===== config.mk =====
export PLATFORM = sky130hd
export DESIGN_NAME = dfs_serial_master
export DESIGN_NICKNAME = d
export VERILOG_FILES = /design/src/verilog/dfs_pkg.sv /design/src/verilog/dfs_serial_master.sv /design/src/verilog/dfs_sync2.sv
export VERILOG_INCLUDE_DIRS = /design/src /design/src/verilog
export SDC_FILE = /design/constraint.sdc
export NUM_CORES = 1
export LEC_CHECK = 0
export ABC_AREA = 0
export BUFFER_PORTS_ARGS = -buffer_cell sky130_fd_sc_hd__buf_2
export CAP_MARGIN = 20
export CELL_PAD_IN_SITES_DETAIL_PLACEMENT = 0
export CELL_PAD_IN_SITES_GLOBAL_PLACEMENT = 1
export CORE_MARGIN = 5
export CORE_UTILIZATION = 35
export CTS_BUF_LIST = sky130_fd_sc_hd__clkbuf_8
export CTS_CLUSTER_DIAMETER = 40
export DETAILED_ROUTE_END_ITERATION = 10
export PLACE_DENSITY_LB_ADDON = 0.15
export RECOVER_POWER = 25
export SYNTH_ARGS = -nofsm -noshare
export SYNTH_HDL_FRONTEND = slang
export SYNTH_SLANG_ARGS = --single-unit

===== constraint.sdc =====
create_clock -name clock -period 5.5 [get_ports clock]
set_clock_uncertainty 0.05 [all_clocks]
set_input_delay 0.55 -clock clock [delete_from_list [all_inputs] [get_ports clock]]
set_output_delay 0.55 -clock clock [all_outputs]
set_load 0.05 [all_outputs]

===== src/verilog/dfs_regs.svh =====
/*
  Constants of the dual format two-wire serial master: clock rate,
  bit-rate limits, quarter-bit counts and frame layouts.
  Assumes the core clock runs at the rate given here.
*/
`ifndef DFS_REGS_SVH
`define DFS_REGS_SVH

// Core clock in kHz
`define DFS_CLK_KHZ 50000
// Low-speed ceiling in kbps
`define DFS_LS_MAX_KBPS 400
// High-speed ceiling in kHz
`define DFS_HS_MAX_KHZ 25000
// Quarter-bit cycles, rounded up so the rate never exceeds the ceiling
`define DFS_LS_QTR_CYC ((`DFS_CLK_KHZ + 4 * `DFS_LS_MAX_KBPS - 1) / (4 * `DFS_LS_MAX_KBPS))
`define DFS_HS_QTR_CYC ((`DFS_CLK_KHZ + 4 * `DFS_HS_MAX_KHZ - 1) / (4 * `DFS_HS_MAX_KHZ))
// Fewest quarter cycles: the line levels reach the logic two cycles late
`define DFS_MIN_QTR_CYC 2
// Frame lengths in bits
`define DFS_LS_FRAME_BITS 7'h09
`define DFS_HS_FRAME_BITS 7'h40
// Management frame fields
`define DFS_MDIO_PRE 32'hffffffff
`define DFS_MDIO_ST 2'h1
`define DFS_MDIO_OP_RD 2'h2
`define DFS_MDIO_OP_WR 2'h1
`define DFS_MDIO_TA_WR 2'h2

`endif


===== src/verilog/dfs_pkg.sv =====
/*
  Types of the dual format two-wire serial master.
  Assumes nothing of its surroundings.
*/
package dfs_pkg;

  // Sequencer states
  typedef enum logic [1:0] {
    DFS_IDLE  = 2'h0,
    DFS_START = 2'h1,
    DFS_BITS  = 2'h2,
    DFS_STOP  = 2'h3
  } dfs_state_t;

  // One request from the user side
  typedef struct packed {
    logic rd;           // Receive instead of transmit
    logic start;        // Low speed: start condition first
    logic stop;         // Low speed: stop after; on read also no-ack
    logic [4:0] phy;    // Management: port address
    logic [4:0] regad;  // Management: register address
    logic [15:0] wdata; // Write data; low speed uses bits 7:0
  } dfs_cmd_t;

  // One answer to the user side
  typedef struct packed {
    logic [15:0] rdata; // Read data; low speed in bits 7:0
    logic nack;         // Low speed write: slave did not acknowledge
    logic collision;    // Transfer abandoned on lost arbitration
    logic mode_ls;      // Format used: 1 low speed, 0 management
  } dfs_rsp_t;

endpackage


===== src/verilog/dfs_serial_master.sv =====
/*
  Dual format two-wire serial master: byte-plus-acknowledge low-speed
  format or management frame format on one open-drain clock/data pair.
  Assumes pull-ups on both lines, the load strobe and idle flag come from
  the PROM port on this clock, and the user holds a request until taken.
*/
`timescale 1ns/10ps
`include "dfs_regs.svh"
module dfs_serial_master #(
  parameter int unsigned LS_QTR_CYC = `DFS_LS_QTR_CYC,
  parameter int unsigned HS_QTR_CYC = (`DFS_HS_QTR_CYC < `DFS_MIN_QTR_CYC) ?
    `DFS_MIN_QTR_CYC : `DFS_HS_QTR_CYC
) (
  input wire logic clock,
  input wire logic resetn,
  input wire logic prom_load_strobe,
  input wire logic prom_idle,
  input wire logic cmd_valid,
  output logic cmd_ready,
  input wire dfs_pkg::dfs_cmd_t cmd,
  output logic rsp_valid,
  output dfs_pkg::dfs_rsp_t rsp,
  output logic bus_held,
  input wire logic serial_clock_line_in,
  output logic serial_clock_line_out,
  output logic serial_clock_line_oe_n,
  input wire logic serial_data_line_in,
  output logic serial_data_line_out,
  output logic serial_data_line_oe_n
);
  // Quarter counts must fit the 6-bit counter
  if (LS_QTR_CYC < 2 || LS_QTR_CYC > 64 || HS_QTR_CYC < 2 || HS_QTR_CYC > 64) begin : g_chk
    $error("dfs_serial_master: quarter-bit counts must lie in 2..64");
  end

  dfs_pkg::dfs_state_t state, next_state; // Sequencer
  logic [1:0] phase, next_phase;          // Quarter of the current bit
  logic [5:0] qcnt, next_qcnt;            // Quarter-bit divider
  logic [63:0] tx, next_tx;               // Outgoing bits, MSB first
  logic [63:0] mask, next_mask;           // 1 = we drive, 0 = we listen
  logic [15:0] rx, next_rx;               // Sampled bits
  logic [6:0] bit_cnt, next_bit_cnt;      // Bits done in this frame
  logic [6:0] frame_len, next_frame_len;  // Bits in this frame
  logic mode_ls, next_mode_ls;            // Format latched at acceptance
  logic stop_pend, next_stop_pend;        // Stop after this byte
  logic scl_pull, next_scl_pull;          // Pull clock line low
  logic sda_pull, next_sda_pull;          // Pull data line low
  logic rsp_valid_r, next_rsp_valid;      // One-cycle answer strobe
  dfs_pkg::dfs_rsp_t rsp_r, next_rsp;     // Answer register
  logic [1:0] lines_s;                    // Synchronised clock, data
  logic sda_s;                            // Synchronised data line
  logic tick;                             // Quarter-bit enable pulse
  logic take;                             // Request accepted
  logic [5:0] reload;                     // Divider reload
  logic last_bit;                         // Final bit of the frame
  logic coll_now;                         // Collision seen this sample

  // Both lines cross into the core clock before anything reads them
  dfs_sync2 #(.WIDTH(2)) u_sync (
    .clock(clock),
    .resetn(resetn),
    .din({serial_clock_line_in, serial_data_line_in}),
    .dout(lines_s)
  );
  assign sda_s = lines_s[0];

  // Open drain: level out is always low, the enable does the work
  assign serial_clock_line_out = 1'b0;
  assign serial_data_line_out = 1'b0;
  assign serial_clock_line_oe_n = ~scl_pull;
  assign serial_data_line_oe_n = ~sda_pull;

  // Requests only while idle and the PROM port is quiet
  assign cmd_ready = (state == dfs_pkg::DFS_IDLE) && prom_idle;
  assign take = cmd_valid && cmd_ready;
  assign rsp_valid = rsp_valid_r;
  assign rsp = rsp_r;
  assign bus_held = scl_pull || sda_pull;

  // Divider rate follows the latched format
  assign reload = mode_ls ? 6'(LS_QTR_CYC - 1) : 6'(HS_QTR_CYC - 1);
  assign tick = (state != dfs_pkg::DFS_IDLE) && (qcnt == 6'h00);
  assign last_bit = (bit_cnt == frame_len - 7'h01);
  // A released one read low means another driver won
  assign coll_now = mask[63] && tx[63] && !sda_s;

  // Next values of the whole sequencer
  always_comb begin
    next_state = state;
    next_phase = phase;
    next_qcnt = qcnt;
    next_tx = tx;
    next_mask = mask;
    next_rx = rx;
    next_bit_cnt = bit_cnt;
    next_frame_len = frame_len;
    next_mode_ls = mode_ls;
    next_stop_pend = stop_pend;
    next_scl_pull = scl_pull;
    next_sda_pull = sda_pull;
    next_rsp_valid = 1'b0;
    next_rsp = rsp_r;
    // Divider runs only inside a transfer
    if (state != dfs_pkg::DFS_IDLE) begin
      next_qcnt = tick ? reload : qcnt - 6'h01;
    end
    case (state)
      dfs_pkg::DFS_IDLE: begin
        // Format chosen from strobe level at acceptance
        if (take) begin
          next_mode_ls = prom_load_strobe;
          next_stop_pend = cmd.stop;
          next_phase = 2'h0;
          next_bit_cnt = 7'h00;
          next_rx = 16'h0000;
          next_qcnt = 6'h00;
          if (prom_load_strobe) begin
            // Byte then acknowledge; the listener side of each bit flips
            next_frame_len = `DFS_LS_FRAME_BITS;
            next_tx = {cmd.wdata[7:0], !cmd.rd || cmd.stop, 55'h0};
            next_mask = cmd.rd ? {8'h00, 1'b1, 55'h0} : {8'hff, 1'b0, 55'h0};
            next_state = cmd.start ? dfs_pkg::DFS_START : dfs_pkg::DFS_BITS;
          end else begin
            // Preamble, start, opcode, ten address bits, turnaround, data
            next_frame_len = `DFS_HS_FRAME_BITS;
            if (cmd.rd) begin
              next_tx = {`DFS_MDIO_PRE, `DFS_MDIO_ST, `DFS_MDIO_OP_RD, cmd.phy, cmd.regad,
                         2'h3, 16'hffff};
              next_mask = {46'h3fffffffffff, 18'h00000};
            end else begin
              next_tx = {`DFS_MDIO_PRE, `DFS_MDIO_ST, `DFS_MDIO_OP_WR, cmd.phy, cmd.regad,
                         `DFS_MDIO_TA_WR, cmd.wdata};
              next_mask = 64'hffffffffffffffff;
            end
            next_state = dfs_pkg::DFS_BITS;
          end
        end
      end
      dfs_pkg::DFS_START: begin
        // Release data, release clock, data falls, clock falls
        if (tick) begin
          next_phase = phase + 2'h1;
          case (phase)
            2'h0: next_sda_pull = 1'b0;
            2'h1: next_scl_pull = 1'b0;
            2'h2: next_sda_pull = 1'b1;
            default: begin
              next_scl_pull = 1'b1;
              next_state = dfs_pkg::DFS_BITS;
            end
          endcase
        end
      end
      dfs_pkg::DFS_BITS: begin
        // Set data while clock low, sample with clock high
        if (tick) begin
          next_phase = phase + 2'h1;
          case (phase)
            2'h0: begin
              next_scl_pull = 1'b1;
              next_sda_pull = mask[63] && !tx[63];
            end
            2'h1: next_scl_pull = 1'b0;
            2'h2: begin
              next_rx = {rx[14:0], sda_s};
              if (coll_now) begin
                // Let go of both lines at once and report
                next_scl_pull = 1'b0;
                next_sda_pull = 1'b0;
                next_state = dfs_pkg::DFS_IDLE;
                next_rsp_valid = 1'b1;
                next_rsp = '{rdata: 16'h0000, nack: 1'b0, collision: 1'b1, mode_ls: mode_ls};
              end
            end
            default: begin
              next_scl_pull = 1'b1;
              next_tx = {tx[62:0], 1'b1};
              next_mask = {mask[62:0], 1'b0};
              next_bit_cnt = bit_cnt + 7'h01;
              if (last_bit) begin
                if (!mode_ls) begin
                  // Management frame ends with the bus free
                  next_scl_pull = 1'b0;
                  next_sda_pull = 1'b0;
                  next_state = dfs_pkg::DFS_IDLE;
                  next_rsp_valid = 1'b1;
                  next_rsp = '{rdata: rx, nack: 1'b0, collision: 1'b0, mode_ls: 1'b0};
                end else begin
                  // Low speed: rx bit 0 holds the acknowledge slot
                  next_rsp = '{rdata: {8'h00, rx[8:1]}, nack: rx[0], collision: 1'b0,
                               mode_ls: 1'b1};
                  if (stop_pend) begin
                    next_state = dfs_pkg::DFS_STOP;
                  end else begin
                    next_state = dfs_pkg::DFS_IDLE;
                    next_rsp_valid = 1'b1;
                  end
                end
              end
            end
          endcase
        end
      end
      dfs_pkg::DFS_STOP: begin
        // Data low, clock released, data released: bus free
        if (tick) begin
          next_phase = phase + 2'h1;
          case (phase)
            2'h0: next_sda_pull = 1'b1;
            2'h1: next_scl_pull = 1'b0;
            2'h2: next_sda_pull = 1'b0;
            default: begin
              next_state = dfs_pkg::DFS_IDLE;
              next_rsp_valid = 1'b1;
            end
          endcase
        end
      end
      default: next_state = dfs_pkg::DFS_IDLE;
    endcase
  end

  // Registers only; lines start released
  always_ff @(posedge clock or negedge resetn) begin
    if (!resetn) begin
      state <= dfs_pkg::DFS_IDLE;
      phase <= 2'h0;
      qcnt <= 6'h00;
      tx <= 64'h0;
      mask <= 64'h0;
      rx <= 16'h0000;
      bit_cnt <= 7'h00;
      frame_len <= 7'h00;
      mode_ls <= 1'b1;
      stop_pend <= 1'b0;
      scl_pull <= 1'b0;
      sda_pull <= 1'b0;
      rsp_valid_r <= 1'b0;
      rsp_r <= '0;
    end else begin
      state <= next_state;
      phase <= next_phase;
      qcnt <= next_qcnt;
      tx <= next_tx;
      mask <= next_mask;
      rx <= next_rx;
      bit_cnt <= next_bit_cnt;
      frame_len <= next_frame_len;
      mode_ls <= next_mode_ls;
      stop_pend <= next_stop_pend;
      scl_pull <= next_scl_pull;
      sda_pull <= next_sda_pull;
      rsp_valid_r <= next_rsp_valid;
      rsp_r <= next_rsp;
    end
  end
endmodule // dfs_serial_master


===== src/verilog/dfs_sync2.sv =====
/*
  Two flip-flop synchroniser for pin levels.
  Assumes inputs are asynchronous levels; only the second stage is read.
*/
`timescale 1ns/10ps
module dfs_sync2 #(
  parameter int WIDTH = 1
) (
  input wire logic clock,
  input wire logic resetn,
  input wire logic [WIDTH-1:0] din,
  output logic [WIDTH-1:0] dout
);
  // First stage, read only by the second
  logic [WIDTH-1:0] meta;

  // Width must be usable
  if (WIDTH < 1) begin : g_chk
    $error("dfs_sync2: WIDTH must be at least 1");
  end

  // Idle lines are high, so reset to ones
  always_ff @(posedge clock or negedge resetn) begin
    if (!resetn) begin
      meta <= '1;
      dout <= '1;
    end else begin
      meta <= din;
      dout <= meta;
    end
  end
endmodule // dfs_sync2


-- After elaboration in Yosys (flattened, before gate mapping)
Cells that the tools add are included.
- word-level logic and storage cells: 158
- register bits after elaboration: 194
- input port bits: 36
- eq/ne operators: 26
- $add $sub $neg: 4
- reductions and logical operators: 30
- bitwise gates (word level): 3
- muxes and demuxes: 76
- operator list (cell ; number):
    $mux 64 ; 9
    $pmux 64 s2 ; 2
    $mux 19 ; 3
    $mux 16 ; 3
    $pmux 19 s2 ; 1
    $pmux 16 s2 ; 1
    $mux 30 ; 1
    $mux 2 ; 14
    $mux 7 ; 4
    $ne 2x2->1 const B ; 13
    $mux 6 ; 4
    $mux 1 ; 19
    $mux 18 ; 1
    $pmux 7 s2 ; 1
    $ne 3x3->1 const B ; 4
    $pmux 1 s3 ; 4
    $pmux 1 s2 ; 5
    $reduce_and 10->1 ; 1
    $reduce_and 9->1 ; 1
    $ne 4x4->1 const B ; 2
    $pmux 2 s2 ; 2
    $pmux 2 s4 ; 1
    $reduce_and 4->1 ; 2
    $add 7x1->7 const B ; 1
    21 further kinds ; 40

-- Depth between registers and ports, before layout
Gate-level depths: netlist of the first run.
- depth in word-level cells: 6
- depth in mapped cells: 9

-- Hierarchy
From an unflattened synthesis of the first run, not the netlist that was laid out.
- cell total of the unflattened synthesis: 946
- area, all modules: 8757.1 um2
- by module, submodules not included (module ; area an instance (um2) ; instances ; cells an instance ; seq. area each (um2)):
    dfs_serial_master ; 8652.0 ; 1 ; 942 ; 4680.7
    dfs_sync2 ; 105.1 ; 1 ; 4 ; 105.1

-- Least setup slack after synthesis of the first run
OpenSTA, ideal clock, no wires.
- path type: flip-flop to flip-flop
- from: register qcnt[0]
- to: register rsp_r, in the netlist rsp[0]
- setup slack: 3.278 ns
- data required time: 5.325 ns
- arrival time: 2.048 ns
- cell stages (with the launch flop): 9
- path through: dfrtp_1 -> inv_1 -> ha_1 -> nor4b_2 -> nand2b_1 -> or3_1 -> clkbuf_1 -> a21oi_1 -> mux2_2
- cells in the longest elaborated chain, start to end: 3
- ends and longest elaborated chain (item ; line ; RTL):
    start, declared ; dfs_serial_master.sv:38 ; logic [5:0] qcnt, next_qcnt;
    start signal, assigned ; dfs_serial_master.sv:243 ; qcnt <= next_qcnt;
    $logic_not 6->1 ; dfs_serial_master.sv:82 ; assign tick = (state != dfs_pkg::DFS_IDLE) && (qcnt == 6'h00);
    $logic_and 1x1->1 ; dfs_serial_master.sv:82 ;
    $reduce_and 5->1 (no line) ; n/a ;
    end signal, assigned ; dfs_serial_master.sv:254 ; rsp_r <= next_rsp;
    end, declared ; dfs_serial_master.sv:49 ; dfs_pkg::dfs_rsp_t rsp_r, next_rsp;
Every way passes these cells.
A chain may end at the register's enable or synchronous reset.

-- Worst setup path in the final report of the first run
- from: register state[1]
- to: register rsp_r, in the netlist rsp[11]
- cells in the longest elaborated chain, start to end: 3
- elaborated cells on any way between the ends: 4
- classes of those cells: 1 x eq/ne; 3 x reduce/logical
- ends and longest elaborated chain (item ; line ; RTL):
    start, declared ; dfs_serial_master.sv:36 ; dfs_pkg::dfs_state_t state, next_state;
    start signal, assigned ; dfs_serial_master.sv:226 ; state <= dfs_pkg::DFS_IDLE;
    start signal, assigned ; dfs_serial_master.sv:241 ; state <= next_state;
    $reduce_bool 2->1 ; dfs_serial_master.sv:82 ;
    $logic_and 1x1->1 ; dfs_serial_master.sv:82 ;
    $reduce_and 5->1 (no line) * ; n/a ;
Every way passes the cells marked *; elsewhere a longest branch is shown, timed or not.

==> results of run 1 <==
[through the flow]
step / hold WS, ps / utilization / instance area [sq um] / total power [mW]
finish: 155 / 0.393 / 9620 / 4.47
global route: 138 / 0.393 / 9620 / 4.88
CTS: 137 / 0.394 / 9630 / 4.54
detailed placement: 298 / 0.378 / 9240 / 3.60
global placement: 296 / 0.377 / 9220 / 3.58
floorplan: 204 / - / 8760 / 3.27
[state kept, by name (all words and copies together), names as in the netlist]
signal and count:
scl_pull 1, bit_cnt 7, frame_len 2, state 2, rsp_valid 1, rsp 19, mask 64, stop_pend 1
phase 2, u_sync.meta 1, tx 64, rx 16, mode_ls 1, sda_pull 1, qcnt 6, u_sync.dout 1
[per-layer routing]
layer | wire [um] | track usage
met5 | 0 | 0
met4 | 234 | 0.0360
met3 | 507 | 0.0244
met2 | 9020 | 0.225
met1 | 9530 | 0.194
[cell families after synthesis]
family / after synthesis / synth area share
AOI/OAI and AO/OA: 350 / 0.229
and+or+nand+nor: 276 / 0.148
DFF: 189 / 0.541
buffers and inverters: 99 / 0.0493
muxes: 15 / 0.0176
adders and majority gates: 7 / 0.0100
xor gates and xnor gates: 6 / 0.00600
other: 1 / 0.000428
[layout make-up]
type / count / area share
flip-flops and latches: 189 / 0.492
repair buffers: 72 / 0.0431
inverters: 17 / 0.00663
clock buffers: 17 / 0.0243
clock inverters: 15 / 0.0157
well taps: 324 / 0.0421
multi-input cells: 656 / 0.376
[where the power goes]
part / internal [mW] / switching (mW) / leakage (nW)
logic: 0.556 / 0.751 / 1.64
clock network: 0.375 / 0.544 / 0.196
registers: 1.91 / 0.335 / 2.32
total: 2.84 / 1.63 / 4.16
[layout by cell type, fill, tap and decap left out, types with 2 or more instances in the layout]
cell	count
sky130_fd_sc_hd__a21oi_1	250
sky130_fd_sc_hd__dfrtp_1	186
sky130_fd_sc_hd__nor2_1	161
sky130_fd_sc_hd__buf_2	56
sky130_fd_sc_hd__o21ai_0	25
sky130_fd_sc_hd__nand2_1	22
sky130_fd_sc_hd__nor3_1	22
sky130_fd_sc_hd__a22o_1	19
sky130_fd_sc_hd__a22oi_1	19
sky130_fd_sc_hd__inv_1	18
sky130_fd_sc_hd__nor2b_1	17
sky130_fd_sc_hd__clkbuf_8	17
sky130_fd_sc_hd__nor3b_1	12
sky130_fd_sc_hd__mux2i_1	12
sky130_fd_sc_hd__o31ai_1	11
sky130_fd_sc_hd__buf_4	11
sky130_fd_sc_hd__nand3b_1	10
sky130_fd_sc_hd__o41ai_1	8
sky130_fd_sc_hd__ha_1	7
sky130_fd_sc_hd__nand4_1	5
sky130_fd_sc_hd__xor2_1	5
sky130_fd_sc_hd__and3_1	4
sky130_fd_sc_hd__inv_8	4
sky130_fd_sc_hd__nand2b_1	3
sky130_fd_sc_hd__and2_1	3
sky130_fd_sc_hd__or3_1	3
sky130_fd_sc_hd__mux2_2	3
sky130_fd_sc_hd__clkinv_4	3
sky130_fd_sc_hd__inv_6	3
sky130_fd_sc_hd__dfstp_2	3
sky130_fd_sc_hd__o221ai_1	2
sky130_fd_sc_hd__nand3_1	2
sky130_fd_sc_hd__conb_1	2
sky130_fd_sc_hd__clkinvlp_4	2
sky130_fd_sc_hd__buf_6	2
[worst paths after layout]
kind | startpoint | end | slack, ps | cells past startpoint
max | state[1]$_DFFE_PN0P_ | rsp[11]$_DFFE_PN0P_ | 2150 | 4
min | serial_data_line_in | u_sync.meta[0]$_DFF_PN1_ | 150 | 1
max reg2reg | state[1]$_DFFE_PN0P_ | rsp[11]$_DFFE_PN0P_ | 2150 | 4
min reg2reg | u_sync.meta[0]$_DFF_PN1_ | u_sync.dout[0]$_DFF_PN1_ | 300 | 0
max in group asynchronous | resetn | tx[32]$_DFFE_PN0P_ | 2660 | 2
min in group asynchronous | resetn | rsp[8]$_DFFE_PN0P_ | 810 | 1
==> impl_table.tex, run 1 <==
\begin{tabular}{lr}
\hline
Metric & Value \\
\hline
\multicolumn{2}{l}{\textbf{Status}} \\
Result of the run & finished, violations left \\
Failing checks & max-capacitance violations, max-slew violations \\
\multicolumn{2}{l}{\textbf{Yosys}} \\
Yosys Warn Count & 0 \\
Synth cell types & 57 \\
Post-synth design cell area & 0.00876 sq mm \\
Average footprint of a synthesized cell & 9.29 sq um \\
Post-synth ARST share & 1.00 \\
Post-synthesis sequential area ratio & 0.541 \\
Cell types with the largest area share after synthesis & sky130\_fd\_sc\_hd\_\_dfrtp\_1, sky130\_fd\_sc\_hd\_\_a21oi\_1, sky130\_fd\_sc\_hd\_\_nor2\_1, sky130\_fd\_sc\_hd\_\_clkbuf\_1, sky130\_fd\_sc\_hd\_\_a22o\_1 \\
\#FFs+latches synth & 189 \\
Number of synthesized flops with an enable pin & 0 \\
Top\_reg\_cell synth & sky130\_fd\_sc\_hd\_\_dfrtp\_1 \\
Cells after synthesis & 943 \\
Cell type with the largest total area after synthesis & sky130\_fd\_sc\_hd\_\_dfrtp\_1 \\
Top cell type's share of synthesized area & 0.532 \\
Cell with the most instances after synthesis & sky130\_fd\_sc\_hd\_\_a21oi\_1 \\
Synth cell count leaders & sky130\_fd\_sc\_hd\_\_a21oi\_1, sky130\_fd\_sc\_hd\_\_dfrtp\_1, sky130\_fd\_sc\_hd\_\_nor2\_1 \\
\multicolumn{2}{l}{\textbf{Finish}} \\
Multi-input gate area in the final layout & 0.00362 sq mm \\
Area Overhead vs Synth & 9.83\% \\
Ratio of cells with drive above 1 in the final layout & 0.119 \\
Fillers & 2489 \\
Ant. Diodes & 0 \\
Post-layout nets & 996 \\
Number of non-filler instances in the completed layout & 1290 \\
Reg area & 0.00473 sq mm \\
\multicolumn{2}{l}{\textbf{Placement}} \\
Post-place setup slack & 2070 ps \\
HPWL after detailed placement & 10900 um \\
Placed Cells incl. Taps & 1258 \\
Final RePlAce weighted congestion & 0.818 \\
Port Buffer Count & 58 \\
\multicolumn{2}{l}{\textbf{Floorplanning}} \\
Die Y-Extent & 168 um \\
Core region area & 0.0245 sq mm \\
I/O pin total & 62 \\
Area of the die & 0.0283 sq mm \\
Count of standard-cell rows & 57 \\
Starting density of the core & 0.358 \\
Die width & 168 um \\
\multicolumn{2}{l}{\textbf{Clock network}} \\
Clock tree from TritonCTS & yes \\
Post\_cts resized & 0 \\
Number of setup buffers added after CTS & 0 \\
Clock root cell & sky130\_fd\_sc\_hd\_\_clkbuf\_8 \\
Insertion delay to the later sink of the worst-skew pair & 460 ps \\
\# hold bufs at CTS & 0 \\
Clock tree buffer depth & 2 \\
Number of clock sinks & 189 \\
CTS Buf Count & 17 \\
Depth of the CTS H-tree & 4 \\
Clock-pin slew of the registers on the worst-case setup and hold paths & 110 ps \\
\multicolumn{2}{l}{\textbf{Global routing}} \\
Antenna violations before repair & 0 \\
Vias in the first global route & 6564 \\
Largest net degree at the start of global routing & 258 \\
Wire length of the first global-routing pass & 33200 um \\
Global-route congestion overflow total & 0 \\
Total global-route track usage & 0.139 \\
\multicolumn{2}{l}{\textbf{Power}} \\
Maximum ir drop on the vdd rail & 0.173 mV \\
Leak Pwr & 4.16 nW \\
Pwr dens & 465 mW/mm\^{}2 \\
\multicolumn{2}{l}{\textbf{Route}} \\
Post-DR vias/cell & 5.18 \\
Detailed Routing Iterations Pass 1 & 5 \\
Vias & 6685 \\
DR DRC count & 0 \\
Initial detailed-routing violation count & 539 \\
Routed Wire Length & 19300 um \\
Wire length per cell & 15.0 um \\
Post-route antenna net violation count & 0 \\
\multicolumn{2}{l}{\textbf{Timing}} \\
Worst max-slew margin expressed relative to the limit & -0.823 \\
Min setup slack post-route & 2150 ps \\
RSZ-0062 raised after global routing & no \\
Actual transition at the worst max-transition pin & 2730 ps \\
Min Tclk post-route & 3350 ps \\
Maximum operating frequency & 298 MHz \\
Crit share post-route & 0.609 \\
Sum of negative setup slack & 0 ps \\
Final Hold Vio Count & 0 \\
Slew Viols, Final & 108 \\
Number of setup violations in the final report & 0 \\
\multicolumn{2}{l}{\textbf{Worst setup path}} \\
Cell chain of the critical path & nand2b\_1, or3\_1, or2\_1, o41ai\_1 \\
Startpoint types & flop \\
Cell family contributing the most delay on the critical path & simple AND/OR/NAND/NOR gates \\
Kind of end point of the critical path & flop \\
Worst path buffer plus inverter count & 0 \\
Worst setup path category & flop to flop \\
Signal arrival time at the worst endpoint & 3650 ps \\
Critical path required time & 5800 ps \\
Slowest stage cell, crit path & sky130\_fd\_sc\_hd\_\_or3\_1 \\
Worst-path fanout max & 24 \\
Peak per-stage delay on the critical path & 890 ps \\
\multicolumn{2}{l}{\textbf{Flow run}} \\
Max-cap violations & 1 \\
\multicolumn{2}{l}{\textbf{Hold path}} \\
Tightest Hold Check Type & input pin to flop \\
\hline
\end{tabular}
Power figures use the tool's default switching activity.
==> run 2: changes to the inputs <==
==> constraint.sdc (replaced) <==
create_clock -name clock -period 2.75 [get_ports clock]
set_clock_uncertainty 0.05 [all_clocks]
set_input_delay 0.275 -clock clock [delete_from_list [all_inputs] [get_ports clock]]
set_output_delay 0.275 -clock clock [all_outputs]
set_load 0.05 [all_outputs]
==> run 2 against run 1 <==
  * The flow still finishes with violations (max-capacitance violations, max-slew violations)
  * Fmax rose by 30%
  * Clock power rose by 110%
  * Total power rose by 100%
  * First-iteration DRC count fell by 16%
  * Setup slack got worse by 2000 ps
  * Via count rose by 1.5%
  * Routed wire length rose by 2.3%
  * Final area rose by 3.3%
  * Non-clock buffer count rose by 27
  * Worst hold slack got worse by 110 ps
  * Largest cell class unchanged
==> impl_table.tex, run 2 (synthesis gave the netlist of run 1 again) <==
\begin{tabular}{lr}
\hline
Metric & Value \\
\hline
\multicolumn{2}{l}{\textbf{Status}} \\
Result of the run & finished, violations left \\
Failing checks & max-capacitance violations, max-slew violations \\
\multicolumn{2}{l}{\textbf{Power}} \\
Maximum ir drop on the vdd rail & 0.427 mV \\
Net load switching power & 3.38 mW \\
Combinational power share & 0.305 \\
Leak Pwr & 4.32 nW \\
Internal portion of total power & 5.71 mW \\
Sequential fraction of design power & 0.487 \\
Pwr dens & 915 mW/mm\^{}2 \\
Switching Fraction & 0.372 \\
Relative contribution of the clock network to total power & 0.208 \\
\multicolumn{2}{l}{\textbf{Worst setup path}} \\
Worst path buffer plus inverter count & 3 \\
Endpoint of the most critical register-to-register path & tx[35]\$\_DFFE\_PN0P\_ \\
Cell chain of the critical path & inv\_1, ha\_1, or4b\_4, o41ai\_4, buf\_4, buf\_12, nor2\_1, a21oi\_1 \\
Signal arrival time at the worst endpoint & 2900 ps \\
Worst setup path category & flop to flop \\
Worst-path fanout max & 58 \\
Peak per-stage delay on the critical path & 520 ps \\
Critical path required time & 3080 ps \\
R2r setup slk & 180 ps \\
Kind of end point of the critical path & flop \\
Slowest stage cell, crit path & sky130\_fd\_sc\_hd\_\_or4b\_4 \\
Startpoint types & flop \\
Worst reg2reg startpoint & qcnt[0]\$\_DFF\_PN0\_ \\
Cell family contributing the most delay on the critical path & buffers and inverters \\
Worst-case reg-to-reg path depth & 8 \\
\multicolumn{2}{l}{\textbf{Route}} \\
Post-DR vias/cell & 5.15 \\
DR DRC count & 0 \\
Vias & 6788 \\
Post-route antenna net violation count & 0 \\
Detailed Routing Iterations Pass 1 & 5 \\
Routed Wire Length & 19700 um \\
Initial detailed-routing violation count & 451 \\
Wire length per cell & 15.0 um \\
\multicolumn{2}{l}{\textbf{Hold path}} \\
Hold Path Origin & cmd[26] \\
Worst hold path endpoint & stop\_pend\$\_DFFE\_PN0P\_ \\
Hold Path Depth & 3 \\
Tightest Hold Check Type & input pin to flop \\
\multicolumn{2}{l}{\textbf{Global routing}} \\
Global-route congestion overflow total & 0 \\
Antenna violations before repair & 0 \\
Vias in the first global route & 6405 \\
Largest net degree at the start of global routing & 62 \\
Total global-route track usage & 0.140 \\
Wire length of the first global-routing pass & 33200 um \\
\multicolumn{2}{l}{\textbf{Timing}} \\
Actual transition at the worst max-transition pin & 1650 ps \\
Maximum operating frequency & 389 MHz \\
Min setup slack post-route & 181 ps \\
Worst hold slack & 40.6 ps \\
Min Tclk post-route & 2570 ps \\
RSZ-0062 raised after global routing & no \\
Slew Viols, Final & 60 \\
Worst max-slew margin expressed relative to the limit & -0.102 \\
Crit share post-route & 0.934 \\
Sum of negative setup slack & 0 ps \\
Number of setup violations in the final report & 0 \\
Final Hold Vio Count & 0 \\
\multicolumn{2}{l}{\textbf{Clock network}} \\
Clock root cell & sky130\_fd\_sc\_hd\_\_clkbuf\_8 \\
Depth of the CTS H-tree & 4 \\
Clock tree from TritonCTS & yes \\
CTS Buf Count & 17 \\
Number of clock sinks & 189 \\
Clock-pin slew of the registers on the worst-case setup and hold paths & 120 ps \\
Clock tree buffer depth & 2 \\
Insertion delay to the later sink of the worst-skew pair & 470 ps \\
\multicolumn{2}{l}{\textbf{Finish}} \\
Ratio of cells with drive above 1 in the final layout & 0.143 \\
Most frequent cells in the layout & sky130\_fd\_sc\_hd\_\_a21oi\_1, sky130\_fd\_sc\_hd\_\_dfrtp\_1, sky130\_fd\_sc\_hd\_\_nor2\_1 \\
Multi-input gate area in the final layout & 0.00362 sq mm \\
Ant. Diodes & 0 \\
Post-layout nets & 1023 \\
Area Overhead vs Synth & 13.4\% \\
Reg area & 0.00473 sq mm \\
Fillers & 2499 \\
Most frequent standard cell in the layout excluding fill and tap cells & sky130\_fd\_sc\_hd\_\_a21oi\_1 \\
Number of non-filler instances in the completed layout & 1317 \\
\multicolumn{2}{l}{\textbf{Floorplanning}} \\
Area of the die & 0.0283 sq mm \\
Starting density of the core & 0.358 \\
Die Y-Extent & 168 um \\
Core region area & 0.0245 sq mm \\
I/O pin total & 62 \\
Die width & 168 um \\
Count of standard-cell rows & 57 \\
\multicolumn{2}{l}{\textbf{Placement}} \\
Post-place setup slack & 195 ps \\
HPWL after detailed placement & 12200 um \\
Placed Cells incl. Taps & 1283 \\
Port Buffer Count & 58 \\
Final RePlAce weighted congestion & 0.809 \\
\multicolumn{2}{l}{\textbf{Flow run}} \\
Max-cap violations & 1 \\
\hline
\end{tabular}
[run 2: changes by cell type in the layout (fill, tap and decap cells not counted), sizes merged]
cell	before	now
buf	70	95
bufinv	1	0
clkinv	4	7
dlygate4sd3	0	2
inv	25	23
[run 2: per-layer routing]
layer	global-route usage	share of wire	vias up
met1	0.207	0.51	3299
li1	-	-	3401
met4	0.0314	0.0082	0
met3	0.0274	0.026	12
met5	0	0	-
met2	0.215	0.46	76
[run 2: worst register-to-register path, stage by stage, from the launching register on]
cell and delay, ps:
sky130_fd_sc_hd__dfrtp_1 440, sky130_fd_sc_hd__inv_1 90, sky130_fd_sc_hd__ha_1 160, sky130_fd_sc_hd__or4b_4 520, sky130_fd_sc_hd__o41ai_4 430, sky130_fd_sc_hd__buf_4 310, sky130_fd_sc_hd__buf_12 270, sky130_fd_sc_hd__nor2_1 90
sky130_fd_sc_hd__a21oi_1 120
[run 2: how the worst max path moves through the flow]
stage	startpoint	endpoint	slack (ps)	depth (start not counted)
floorplan	qcnt[0]$_DFF_PN0_	rsp[0]$_DFFE_PN0P_	530	8
global route	qcnt[0]$_DFF_PN0_	tx[24]$_DFFE_PN0P_	20	8
finish	qcnt[0]$_DFF_PN0_	tx[35]$_DFFE_PN0P_	180	8
CTS	qcnt[0]$_DFF_PN0_	rsp[15]$_DFFE_PN0P_	140	7
global placement	qcnt[0]$_DFF_PN0_	rsp[12]$_DFFE_PN0P_	230	7
detailed placement	qcnt[0]$_DFF_PN0_	rsp[15]$_DFFE_PN0P_	190	7
[run 2: power by group through the flow]
stage / Clock, mW / Combinational [mW] / Sequential (mW)
5_1_grt: 2.09 / 3.21 / 4.57
6_report: 1.89 / 2.77 / 4.42
2_1_floorplan: 0 / 2.21 / 4.34
3_5_place_dp: 0 / 2.81 / 4.48
3_3_place_gp: 0 / 2.77 / 4.47
4_1_cts: 1.97 / 2.82 / 4.43
[run 2: layout make-up]
class,instances,share of cell area
clock inverter,15,0.0190
multi-input combinational,656,0.364
sequential,189,0.477
timing repair buffer,99,0.0694
inverter,17,0.00643
clock buffer,17,0.0236
tap,324,0.0408
[run 2: repair_timing]
item	in CTS	in global routing
setup endpoints to repair	0	2
hold buffers	2	0
buffers inserted	0	0
resized for setup	0	1
endpoints found under the hold margin	57	0
[run 2: per-stage QoR]
stage                     utilization  area, sq um  power (mW)
after floorplan                     -         8760        6.55
after global placement          0.388         9500        7.25
after detailed placement        0.388         9500        7.29
after CTS                       0.406         9940        9.22
after global routing            0.406         9930        9.87
final                           0.406         9930        9.09
